## src/core/rtd_pkg.sv

```systemverilog
// Contract
// - Adjustable delay sits in the master receive path right after the elastic buffer.
// - Receive pipeline holds N registers, N equal to two to the power B.
// - Auto calibration runs only while control bits 25:24 hold 01.
// - Number of stages passed is changed so measured delay approaches the target.
// - While enabled, status reads 10 when tracking, 11 when target cannot be met.
// - Start with N/2 plus one stages in the path.
// - Read pointer moves at most N/2 minus one from its start.
// - Measured delay above target shortens the pipeline by one cycle.
// - Measured delay below target lengthens the pipeline by one cycle.
// - Transmit bitslip complements the receive word-aligner slip.
// - Receive slip and current transmit bitslip are readable fields.
// - Automatic bitslip compensation runs while the override enable is zero.
// - In master clocking mode the reported receive slip is zero.
// - Override enable one makes transmit bitslip follow a software value.
// - Measured delay spans transmit frame start to receive frame start.
package rtd_pkg;
  localparam int DATA_W = 32;
  localparam logic [7:0] OFF_CAL = 8'h00;
  localparam logic [7:0] OFF_MEAS = 8'h04;
  localparam logic [7:0] OFF_SLIP = 8'h08;
  localparam logic [7:0] OFF_IRQ_STAT = 8'h0c;
  localparam logic [7:0] OFF_IRQ_EN = 8'h10;
  localparam logic [7:0] OFF_IRQ_CLR = 8'h14;
  // Calibration register fields
  localparam int CAL_USR_LSB = 0;
  localparam int CAL_USR_W = 20;
  localparam int CAL_CTRL_LSB = 24;
  localparam int CAL_STAT_LSB = 26;
  localparam logic [1:0] CAL_CTRL_AUTO = 2'h1;
  localparam logic [1:0] ST_OFF = 2'h0;
  localparam logic [1:0] ST_TRACK = 2'h2;
  localparam logic [1:0] ST_FAIL = 2'h3;
  // Bitslip register fields
  localparam int SLIP_W = 5;
  localparam int SL_RX_LSB = 0;
  localparam int SL_TX_LSB = 8;
  localparam int SL_EN_BIT = 16;
  localparam int SL_MAN_LSB = 20;
  // Interrupt event bits
  localparam int IRQ_W = 3;
  localparam int IRQ_STEP = 0;
  localparam int IRQ_FAIL = 1;
  localparam int IRQ_MEAS = 2;
  localparam logic [31:0] RESET_WORD = 32'h0;

  typedef struct packed {
    logic valid;
    logic [DATA_W-1:0] data;
  } rtd_word_t;

  typedef struct packed {
    logic psel;
    logic penable;
    logic pwrite;
    logic [7:0] paddr;
    logic [31:0] pwdata;
  } rtd_apb_req_t;
endpackage

```

## src/core/rtd_pipe.sv

```systemverilog
`timescale 1ns/1ps
module rtd_pipe
#(
  parameter int B = 3
)
(
  // Clock and reset
  input wire logic i_sys_clk,
  input wire logic i_rst,
  // Stream in from elastic buffer
  input rtd_pkg::rtd_word_t i_word,
  // Number of stages passed, 1..N
  input wire logic [B:0] i_depth,
  // Stream out
  output rtd_pkg::rtd_word_t o_word
);
  import rtd_pkg::*;
  localparam int N = 2 ** B;

  if (B < 2 || B > 10)
  begin : g_bad_depth
    $error("rtd_pipe: B out of range");
  end

  rtd_word_t stage_reg [N];

  // Full shift chain; the tap picks how many stages the data passes
  always_ff @(posedge i_sys_clk or posedge i_rst)
  begin
    if (i_rst)
    begin
      for (int k = 0; k < N; k++)
        stage_reg[k] <= '0;
    end
    else
    begin
      stage_reg[0] <= i_word;
      for (int k = 1; k < N; k++)
        stage_reg[k] <= stage_reg[k-1];
    end
  end

  // Depth is kept in 1..N by the caller, so the index never wraps
  assign o_word = stage_reg[B'(i_depth - 1'b1)];
endmodule

```

## src/core/rtd_cal.sv

```systemverilog
// Added by the designer: the APB slave port and the placing of the registers.
`timescale 1ns/1ps
module rtd_cal
#(
  parameter int B = 3,
  parameter int RTD_W = 20
)
(
  // Clock and reset
  input wire logic i_sys_clk,
  input wire logic i_rst,
  // APB slave
  input rtd_pkg::rtd_apb_req_t i_apb,
  output logic o_pready,
  output logic o_pslverr,
  output logic [31:0] o_prdata,
  // Receive stream
  input rtd_pkg::rtd_word_t i_rx_word,
  output rtd_pkg::rtd_word_t o_rx_word,
  // Frame marks for delay measurement
  input wire logic i_tx_frame_start,
  input wire logic i_rx_frame_start,
  // Bitslip
  input wire logic i_master_mode,
  input wire logic [rtd_pkg::SLIP_W-1:0] i_rx_slip,
  output logic [rtd_pkg::SLIP_W-1:0] o_tx_bitslip,
  // Interrupt
  output logic o_irq
);
  import rtd_pkg::*;
  localparam int N = 2 ** B;
  localparam logic [B:0] D_INIT = (B+1)'(N / 2 + 1);
  localparam logic [B:0] D_MIN = (B+1)'(N / 2 + 1 - (N / 2 - 1));
  localparam logic [B:0] D_MAX = (B+1)'(N / 2 + 1 + (N / 2 - 1));

  if (RTD_W < 2 || RTD_W > CAL_USR_W)
  begin : g_bad_width
    $error("rtd_cal: RTD_W out of range");
  end

  function automatic logic [31:0] place(input logic [31:0] v, input int lsb);
    place = v << lsb;
  endfunction

  // Bus decode
  logic wr_en;
  logic rd_setup;
  logic mapped;
  assign wr_en = i_apb.psel & i_apb.penable & i_apb.pwrite;
  assign rd_setup = i_apb.psel & ~i_apb.penable & ~i_apb.pwrite;
  always_comb
  begin
    case (i_apb.paddr)
      OFF_CAL, OFF_MEAS, OFF_SLIP, OFF_IRQ_STAT, OFF_IRQ_EN, OFF_IRQ_CLR:
        mapped = 1'b1;
      default:
        mapped = 1'b0;
    endcase
  end
  assign o_pready = 1'b1;
  assign o_pslverr = i_apb.psel & i_apb.penable & ~mapped;

  // Software fields
  logic [RTD_W-1:0] usr_reg;
  logic [1:0] ctrl_reg;
  logic slip_en_reg;
  logic [SLIP_W-1:0] slip_man_reg;
  logic [IRQ_W-1:0] irq_en_reg;
  always_ff @(posedge i_sys_clk or posedge i_rst)
  begin
    if (i_rst)
    begin
      usr_reg <= '0;
      ctrl_reg <= '0;
      slip_en_reg <= 1'b0;
      slip_man_reg <= '0;
      irq_en_reg <= '0;
    end
    else if (wr_en)
    begin
      case (i_apb.paddr)
        OFF_CAL:
        begin
          usr_reg <= i_apb.pwdata[CAL_USR_LSB +: RTD_W];
          ctrl_reg <= i_apb.pwdata[CAL_CTRL_LSB +: 2];
        end
        OFF_SLIP:
        begin
          slip_en_reg <= i_apb.pwdata[SL_EN_BIT];
          slip_man_reg <= i_apb.pwdata[SL_MAN_LSB +: SLIP_W];
        end
        OFF_IRQ_EN:
          irq_en_reg <= i_apb.pwdata[IRQ_W-1:0];
        default:
          irq_en_reg <= irq_en_reg;
      endcase
    end
  end

  logic cal_on;
  assign cal_on = (ctrl_reg == CAL_CTRL_AUTO);

  // Round trip measured from transmit frame start to receive frame start
  logic running_reg;
  logic [RTD_W-1:0] cnt_reg;
  logic [RTD_W-1:0] meas_reg;
  logic meas_done_reg;
  always_ff @(posedge i_sys_clk or posedge i_rst)
  begin
    if (i_rst)
    begin
      running_reg <= 1'b0;
      cnt_reg <= '0;
      meas_reg <= '0;
      meas_done_reg <= 1'b0;
    end
    else
    begin
      meas_done_reg <= 1'b0;
      if (i_tx_frame_start)
      begin
        running_reg <= 1'b1;
        cnt_reg <= RTD_W'(1);
      end
      else if (running_reg && i_rx_frame_start)
      begin
        running_reg <= 1'b0;
        meas_reg <= cnt_reg;
        meas_done_reg <= 1'b1;
      end
      else if (running_reg && cnt_reg != '1)
        cnt_reg <= cnt_reg + 1'b1;
    end
  end

  // Pipeline depth control
  typedef enum logic [2:0]
  {
    RTD_IDLE = 3'b001,
    RTD_TRACK = 3'b010,
    RTD_FAIL = 3'b100
  } rtd_state_t;
  rtd_state_t state_reg;
  rtd_state_t state_next;
  logic [B:0] depth_reg;
  logic [B:0] depth_next;
  logic step_ev;
  logic fail_ev;

  always_comb
  begin
    state_next = state_reg;
    depth_next = depth_reg;
    step_ev = 1'b0;
    fail_ev = 1'b0;
    case (state_reg)
      RTD_IDLE:
      begin
        depth_next = D_INIT;
        if (cal_on)
          state_next = RTD_TRACK;
      end
      RTD_TRACK, RTD_FAIL:
      begin
        if (!cal_on)
        begin
          state_next = RTD_IDLE;
          depth_next = D_INIT;
        end
        else if (meas_done_reg)
        begin
          // Single step per measurement so its effect is seen first
          if (meas_reg > usr_reg)
          begin
            if (depth_reg > D_MIN)
            begin
              depth_next = depth_reg - 1'b1;
              step_ev = 1'b1;
            end
            else
            begin
              state_next = RTD_FAIL;
              fail_ev = 1'b1;
            end
          end
          else if (meas_reg < usr_reg)
          begin
            if (depth_reg < D_MAX)
            begin
              depth_next = depth_reg + 1'b1;
              step_ev = 1'b1;
            end
            else
            begin
              state_next = RTD_FAIL;
              fail_ev = 1'b1;
            end
          end
        end
      end
      default:
      begin
        state_next = RTD_IDLE;
        depth_next = D_INIT;
      end
    endcase
  end

  always_ff @(posedge i_sys_clk or posedge i_rst)
  begin
    if (i_rst)
    begin
      state_reg <= RTD_IDLE;
      depth_reg <= D_INIT;
    end
    else
    begin
      state_reg <= state_next;
      depth_reg <= depth_next;
    end
  end

  logic [1:0] status;
  always_comb
  begin
    case (state_reg)
      RTD_TRACK:
        status = ST_TRACK;
      RTD_FAIL:
        status = ST_FAIL;
      default:
        status = ST_OFF;
    endcase
  end

  // Delay inserted directly behind the elastic buffer
  rtd_pipe #(
    .B(B)
  ) u_pipe (
    .i_sys_clk(i_sys_clk),
    .i_rst(i_rst),
    .i_word(i_rx_word),
    .i_depth(depth_reg),
    .o_word(o_rx_word)
  );

  // Bitslip; master clocking has no word-aligner slip to mirror
  logic [SLIP_W-1:0] rx_slip_rep;
  logic [SLIP_W-1:0] tx_slip_reg;
  assign rx_slip_rep = i_master_mode ? '0 : i_rx_slip;
  always_ff @(posedge i_sys_clk or posedge i_rst)
  begin
    if (i_rst)
      tx_slip_reg <= '0;
    else if (slip_en_reg)
      tx_slip_reg <= slip_man_reg;
    else
      tx_slip_reg <= rx_slip_rep;
  end
  assign o_tx_bitslip = tx_slip_reg;

  // Sticky events; a set in the clear cycle wins
  logic [IRQ_W-1:0] irq_stat_reg;
  logic [IRQ_W-1:0] irq_set;
  logic [IRQ_W-1:0] irq_clr;
  assign irq_set = {meas_done_reg, fail_ev, step_ev};
  assign irq_clr = (wr_en && i_apb.paddr == OFF_IRQ_CLR) ? i_apb.pwdata[IRQ_W-1:0] : '0;
  always_ff @(posedge i_sys_clk or posedge i_rst)
  begin
    if (i_rst)
      irq_stat_reg <= '0;
    else
      irq_stat_reg <= (irq_stat_reg & ~irq_clr) | irq_set;
  end
  assign o_irq = |(irq_stat_reg & irq_en_reg);

  // Read data is latched in the setup cycle and stands through access
  logic [31:0] rdata;
  always_comb
  begin
    case (i_apb.paddr)
      OFF_CAL:
        rdata = place(32'(usr_reg), CAL_USR_LSB) | place(32'(ctrl_reg), CAL_CTRL_LSB)
              | place(32'(status), CAL_STAT_LSB);
      OFF_MEAS:
        rdata = 32'(meas_reg);
      OFF_SLIP:
        rdata = place(32'(rx_slip_rep), SL_RX_LSB) | place(32'(tx_slip_reg), SL_TX_LSB)
              | place(32'(slip_en_reg), SL_EN_BIT) | place(32'(slip_man_reg), SL_MAN_LSB);
      OFF_IRQ_STAT:
        rdata = 32'(irq_stat_reg);
      OFF_IRQ_EN:
        rdata = 32'(irq_en_reg);
      default:
        rdata = RESET_WORD;
    endcase
  end
  always_ff @(posedge i_sys_clk or posedge i_rst)
  begin
    if (i_rst)
      o_prdata <= RESET_WORD;
    else if (rd_setup)
      o_prdata <= rdata;
  end

  depth_range_a: assert property (@(posedge i_sys_clk) disable iff (i_rst)
    depth_reg >= D_MIN && depth_reg <= D_MAX)
    else $error("depth out of range");
  start_depth_a: assert property (@(posedge i_sys_clk) disable iff (i_rst)
    state_reg == RTD_IDLE |=> depth_reg == D_INIT)
    else $error("depth not reset to start");
  shorten_step_a: assert property (@(posedge i_sys_clk) disable iff (i_rst)
    cal_on && state_reg != RTD_IDLE && meas_done_reg && meas_reg > usr_reg && depth_reg > D_MIN
    |=> depth_reg == $past(depth_reg) - 1'b1)
    else $error("no shorten step");
  lengthen_step_a: assert property (@(posedge i_sys_clk) disable iff (i_rst)
    cal_on && state_reg != RTD_IDLE && meas_done_reg && meas_reg < usr_reg && depth_reg < D_MAX
    |=> depth_reg == $past(depth_reg) + 1'b1)
    else $error("no lengthen step");
  one_step_a: assert property (@(posedge i_sys_clk) disable iff (i_rst)
    cal_on && !meas_done_reg && state_reg != RTD_IDLE |=> $stable(depth_reg))
    else $error("step without measurement");
  limit_fail_a: assert property (@(posedge i_sys_clk) disable iff (i_rst)
    cal_on && state_reg != RTD_IDLE && meas_done_reg && meas_reg > usr_reg && depth_reg == D_MIN
    |=> status == ST_FAIL && depth_reg == D_MIN)
    else $error("limit not reported");
  status_off_a: assert property (@(posedge i_sys_clk) disable iff (i_rst)
    !cal_on |=> status == ST_OFF)
    else $error("status while disabled");
  slip_follow_a: assert property (@(posedge i_sys_clk) disable iff (i_rst)
    !slip_en_reg && !i_master_mode |=> o_tx_bitslip == $past(i_rx_slip))
    else $error("tx slip not mirrored");
  master_slip_a: assert property (@(posedge i_sys_clk) disable iff (i_rst)
    i_master_mode && !slip_en_reg |=> o_tx_bitslip == '0)
    else $error("master slip not zero");
  manual_slip_a: assert property (@(posedge i_sys_clk) disable iff (i_rst)
    slip_en_reg |=> o_tx_bitslip == $past(slip_man_reg))
    else $error("manual slip ignored");
  meas_span_a: assert property (@(posedge i_sys_clk) disable iff (i_rst)
    i_tx_frame_start ##1 (!i_tx_frame_start && !i_rx_frame_start)
    ##1 (i_rx_frame_start && !i_tx_frame_start) |=> meas_done_reg && meas_reg == RTD_W'(2))
    else $error("measurement span wrong");
  upper_fail_a: assert property (@(posedge i_sys_clk) disable iff (i_rst)
    cal_on && state_reg != RTD_IDLE && meas_done_reg && meas_reg < usr_reg && depth_reg == D_MAX
    |=> status == ST_FAIL && depth_reg == D_MAX)
    else $error("upper limit not reported");
  // Free-running tick gives a check of the span that does not reuse the counter
  logic [RTD_W-1:0] tick_reg;
  logic [RTD_W-1:0] tx_tick_reg;
  always_ff @(posedge i_sys_clk or posedge i_rst)
  begin
    if (i_rst)
    begin
      tick_reg <= '0;
      tx_tick_reg <= '0;
    end
    else
    begin
      tick_reg <= tick_reg + 1'b1;
      if (i_tx_frame_start)
        tx_tick_reg <= tick_reg;
    end
  end
  meas_tick_a: assert property (@(posedge i_sys_clk) disable iff (i_rst)
    meas_done_reg |-> meas_reg == RTD_W'(tick_reg - tx_tick_reg - 1'b1))
    else $error("span differs from frame marks");
endmodule

```

## config.mk

```make
export PLATFORM = sky130hd
export DESIGN_NAME = rtd_cal
export DESIGN_NICKNAME = d
export VERILOG_FILES = /design/src/core/rtd_pkg.sv /design/src/core/rtd_pipe.sv /design/src/core/rtd_cal.sv
export SDC_FILE = /design/constraint.sdc
export NUM_CORES = 1
export LEC_CHECK = 0
export BUFFER_PORTS_ARGS = -buffer_cell sky130_fd_sc_hd__buf_2
export CAP_MARGIN = 15
export CORE_UTILIZATION = 63
export CTS_CLUSTER_DIAMETER = 150
export DETAILED_ROUTE_END_ITERATION = 10
export MAX_ROUTING_LAYER = met4
export PLACE_DENSITY = 0.83
export SYNTH_ARGS = -nofsm -noshare
export SYNTH_HDL_FRONTEND = slang
export SYNTH_HIERARCHICAL = 1
export SYNTH_SLANG_ARGS = --single-unit
```

## constraint.sdc

```tcl
create_clock -name i_sys_clk -period 26 [get_ports i_sys_clk]
set_clock_uncertainty 0.15 [all_clocks]
set_input_delay 3.9 -clock i_sys_clk [delete_from_list [all_inputs] [get_ports i_sys_clk]]
set_output_delay 3.9 -clock i_sys_clk [all_outputs]
set_load 0.02 [all_outputs]
```

==> results by group <==
Clock tree
  • Num CTS Buffers: 40
  • Resized Gates After CTS: 0
  • CTS H-Tree Depth: 2
  • CTS tree: done
  • Root buffer cell: clkbuf_16
  • Later-pin clock latency in the skew report: between 500 and 600 ps
  • Hold buffer count at cts: 0
  • Clk slew on worst S/H paths: 60 ps
  • CTS Sinks: 380
  • Clk buf depth: 3
  • Setup Buffers After CTS: 0

STA
  • Final period util: a little over a third
  • Final Max Slew Viols: 0
  • Final Hold Vio Count: 0
  • Setup TNS: 0 ps
  • RSZ-0062 raised after global routing: no
  • Tightest Pin Transition: roughly 1100 ps
  • Fmax: roughly 110 MHz
  • Slew headroom: between 20% and 30%
  • Count of final setup violators: 0
  • Fin Hold WS: around 220 ps
  • Period minus WS final: around 9100 ps

Route
  • Post-route DRC: 0
  • Metal-1 WL: 13500 um
  • Detail Route Antenna Nets: 0
  • Final WL: approximately 31000 um
  • DR WL/cell: ~18 um
  • DR WL met3: between 1500 and 2000 um
  • Via Count: 10000
  • Via density per instance: just under 6
  • Metal2 WL: roughly 15000 um
  • Highest layer used for signal routing: met4
  • Iteration-0 DRC count of the detailed router: 737
  • DRT Pass-1 Iters: 6

Global routing
  • Pin count of the biggest net entering global routing: between 100 and 150
  • First-pass GRT wire length: slightly above 50000 um
  • Vias in the first global route: around 10000
  • Grt ovf: 0
  • Initial antenna violation count: 2
  • GRT Util Overall: 27.1%

Worst setup path
  • Required time worst endpoint: 21950 ps
  • CP Class: in -> out
  • Worst EP arrival: slightly above 5000 ps
  • Crit Path Max Fanout: 5
  • Worst setup SP type: input port
  • Critical path endpoint category: primary output

Synthesis
  • Synth Area in Adders: roughly 2.1%
  • Post-Syn Area per Cell: approximately 12 um2
  • Mapped Cells: between 1000 and 1500
  • Yosys warning count: 6
  • Asr flop ratio synth: between 90% and 100%
  • Synth Area in XOR/XNOR: approximately 1.2%
  • Ys flop type: dfrtp_1
  • Cell Area, Synth: around 15000 um2
  • Synth Area in Simple Gates: between 10% and 20%
  • Synth Area in Compound Gates: about 4.7%
  • Post-synthesis sequential area ratio: a little over three fifths
  • Post-synthesis mux area share: between 10% and 20%
  • Synthesized flop and latch total: 380
  • Largest family of logic cells by synthesized area: simple AND/OR/NAND/NOR gates
  • Netlist cell types: 59
  • EDFF count, synth: 0

Cells and area
  • Final #Nets: between 1000 and 1500
  • Max reg flops: around 260
  • Highest-count cells in the layout ignoring fill and taps: dfrtp_1 (377), nand3_1 (154), buf_2 (147), mux2i_1 (138), nand2_1 (130)
  • Fill cells: roughly 1500
  • Commonest non-fill, non-tap cell in the layout: dfrtp_1
  • Register area: 9510 um2
  • Finished Cell Area: 17200 um2
  • Share of layout cells above drive strength 1: ~18%
  • Area occupied by multi-input gates: 5020 um2
  • Area Growth Syn to Fin: 14.5%

Place
  • Dpl hpwl: about 19000 um
  • Area post-placement: 15900 um2
  • RD Place Congestion: 0.873
  • Port buffer count: roughly 150

Die
  • Die extent in y: about 160 um
  • Die Wd: roughly 160 um
  • Initial Utilization: between 60% and 70%
  • Die area: ~25000 um2
  • Core area: between 20000 and 25000 um2
  • Num rows: 56
  • IO Pins: between 150 and 200

Power and ir drop
  • Lkg Pwr: roughly 8.8 nW
  • Max VDD drop: 0.0000487 V
  • PD cells: ~73 nW/um2

Run
  • Max_cap viols: 0

Status
  • Status: complete, no violations

Min path
  • Min-Delay Path Class: reg -> reg
-- cells in the mapped netlist, types with 12 or more instances --
library cell	number	area [um2]
nor2_1	48	180
nand3_1	154	771
buf_2	17	85.1
inv_1	30	113
o21ai_0	46	230
ha_1	24	300
mux2_2	12	135
buf_4	12	90.1
clkbuf_1	25	93.8
dfrtp_1	377	9430
xor2_1	13	114
a221oi_1	14	123
mux2i_1	138	1380
a21oi_1	15	75.1
nand2_1	130	488
and4_1	40	350
buf_6	15	169
-- metal layers --
metal	vias up	GRT usage, %
li1	4588	-
met1	5061	35.3
met2	301	43.2
met3	69	5.18
met4	0	8.73
met5	-	-
-- area by class of cell --
| cell class | count | share of cell area [%] |
|---|---|---|
| sequential | 380 | 55.2 |
| multi-input combinational | 742 | 29.1 |
| clock buffer | 60 | 6.71 |
| timing repair buffer | 162 | 5.08 |
| tap | 319 | 2.31 |
| clock inverter | 13 | 0.899 |
| inverter | 31 | 0.733 |
| antenna | 2 | 0.0290 |
-- report_power, final --
part           leakage, nW  total, mW  switching, mW  internal, mW
clock                0.635      0.565          0.226         0.339
sequential            4.54      0.634         0.0157         0.618
combinational         3.59     0.0599         0.0389        0.0210
-- worst max-delay path, stage by stage --
cell and delay [ps]:
buf_2 90, or2_1 230, nor4_1 550, a21oi_1 130
buf_2 190
-- through the flow --
step	instances	setup slack [ps]	power, mW	util, %
after global routing	1709	16710	1.30	73.5
after detailed placement	1633	16870	0.703	67.8
after CTS	1706	16900	1.27	73.3
after floorplan	1228	14680	0.678	-
final	1709	16860	1.26	73.5
after global placement	1632	16870	0.700	67.7
-- worst paths after layout --
check,slack (ps),cells past startpoint,start,end
setup / recovery,16860,5,i_apb[39],o_pslverr
hold / removal,220,0,u_pipe/stage_reg[156],u_pipe/stage_reg[123]
setup reg to reg,21710,11,meas_reg[14],depth_reg[3]
hold reg to reg,220,0,u_pipe/stage_reg[156],u_pipe/stage_reg[123]
max in group asynchronous,20330,5,i_rst,u_pipe/stage_reg[258]
min in group asynchronous,3410,2,i_rst,u_pipe/stage_reg[236]
-- cells by family after synthesis --
| kind of cell | Yosys count |
|---|---|
| XOR/XNOR | 21 |
| AND/OR/NAND/NOR | 430 |
| adder cells (fa/ha/maj) | 25 |
| buffers and inverters | 106 |
| AO/OA/AOI/OAI | 109 |
| flip-flops | 380 |
| other | 2 |
| multiplexers | 152 |
No activity file was read; power rests on OpenSTA's default activity.
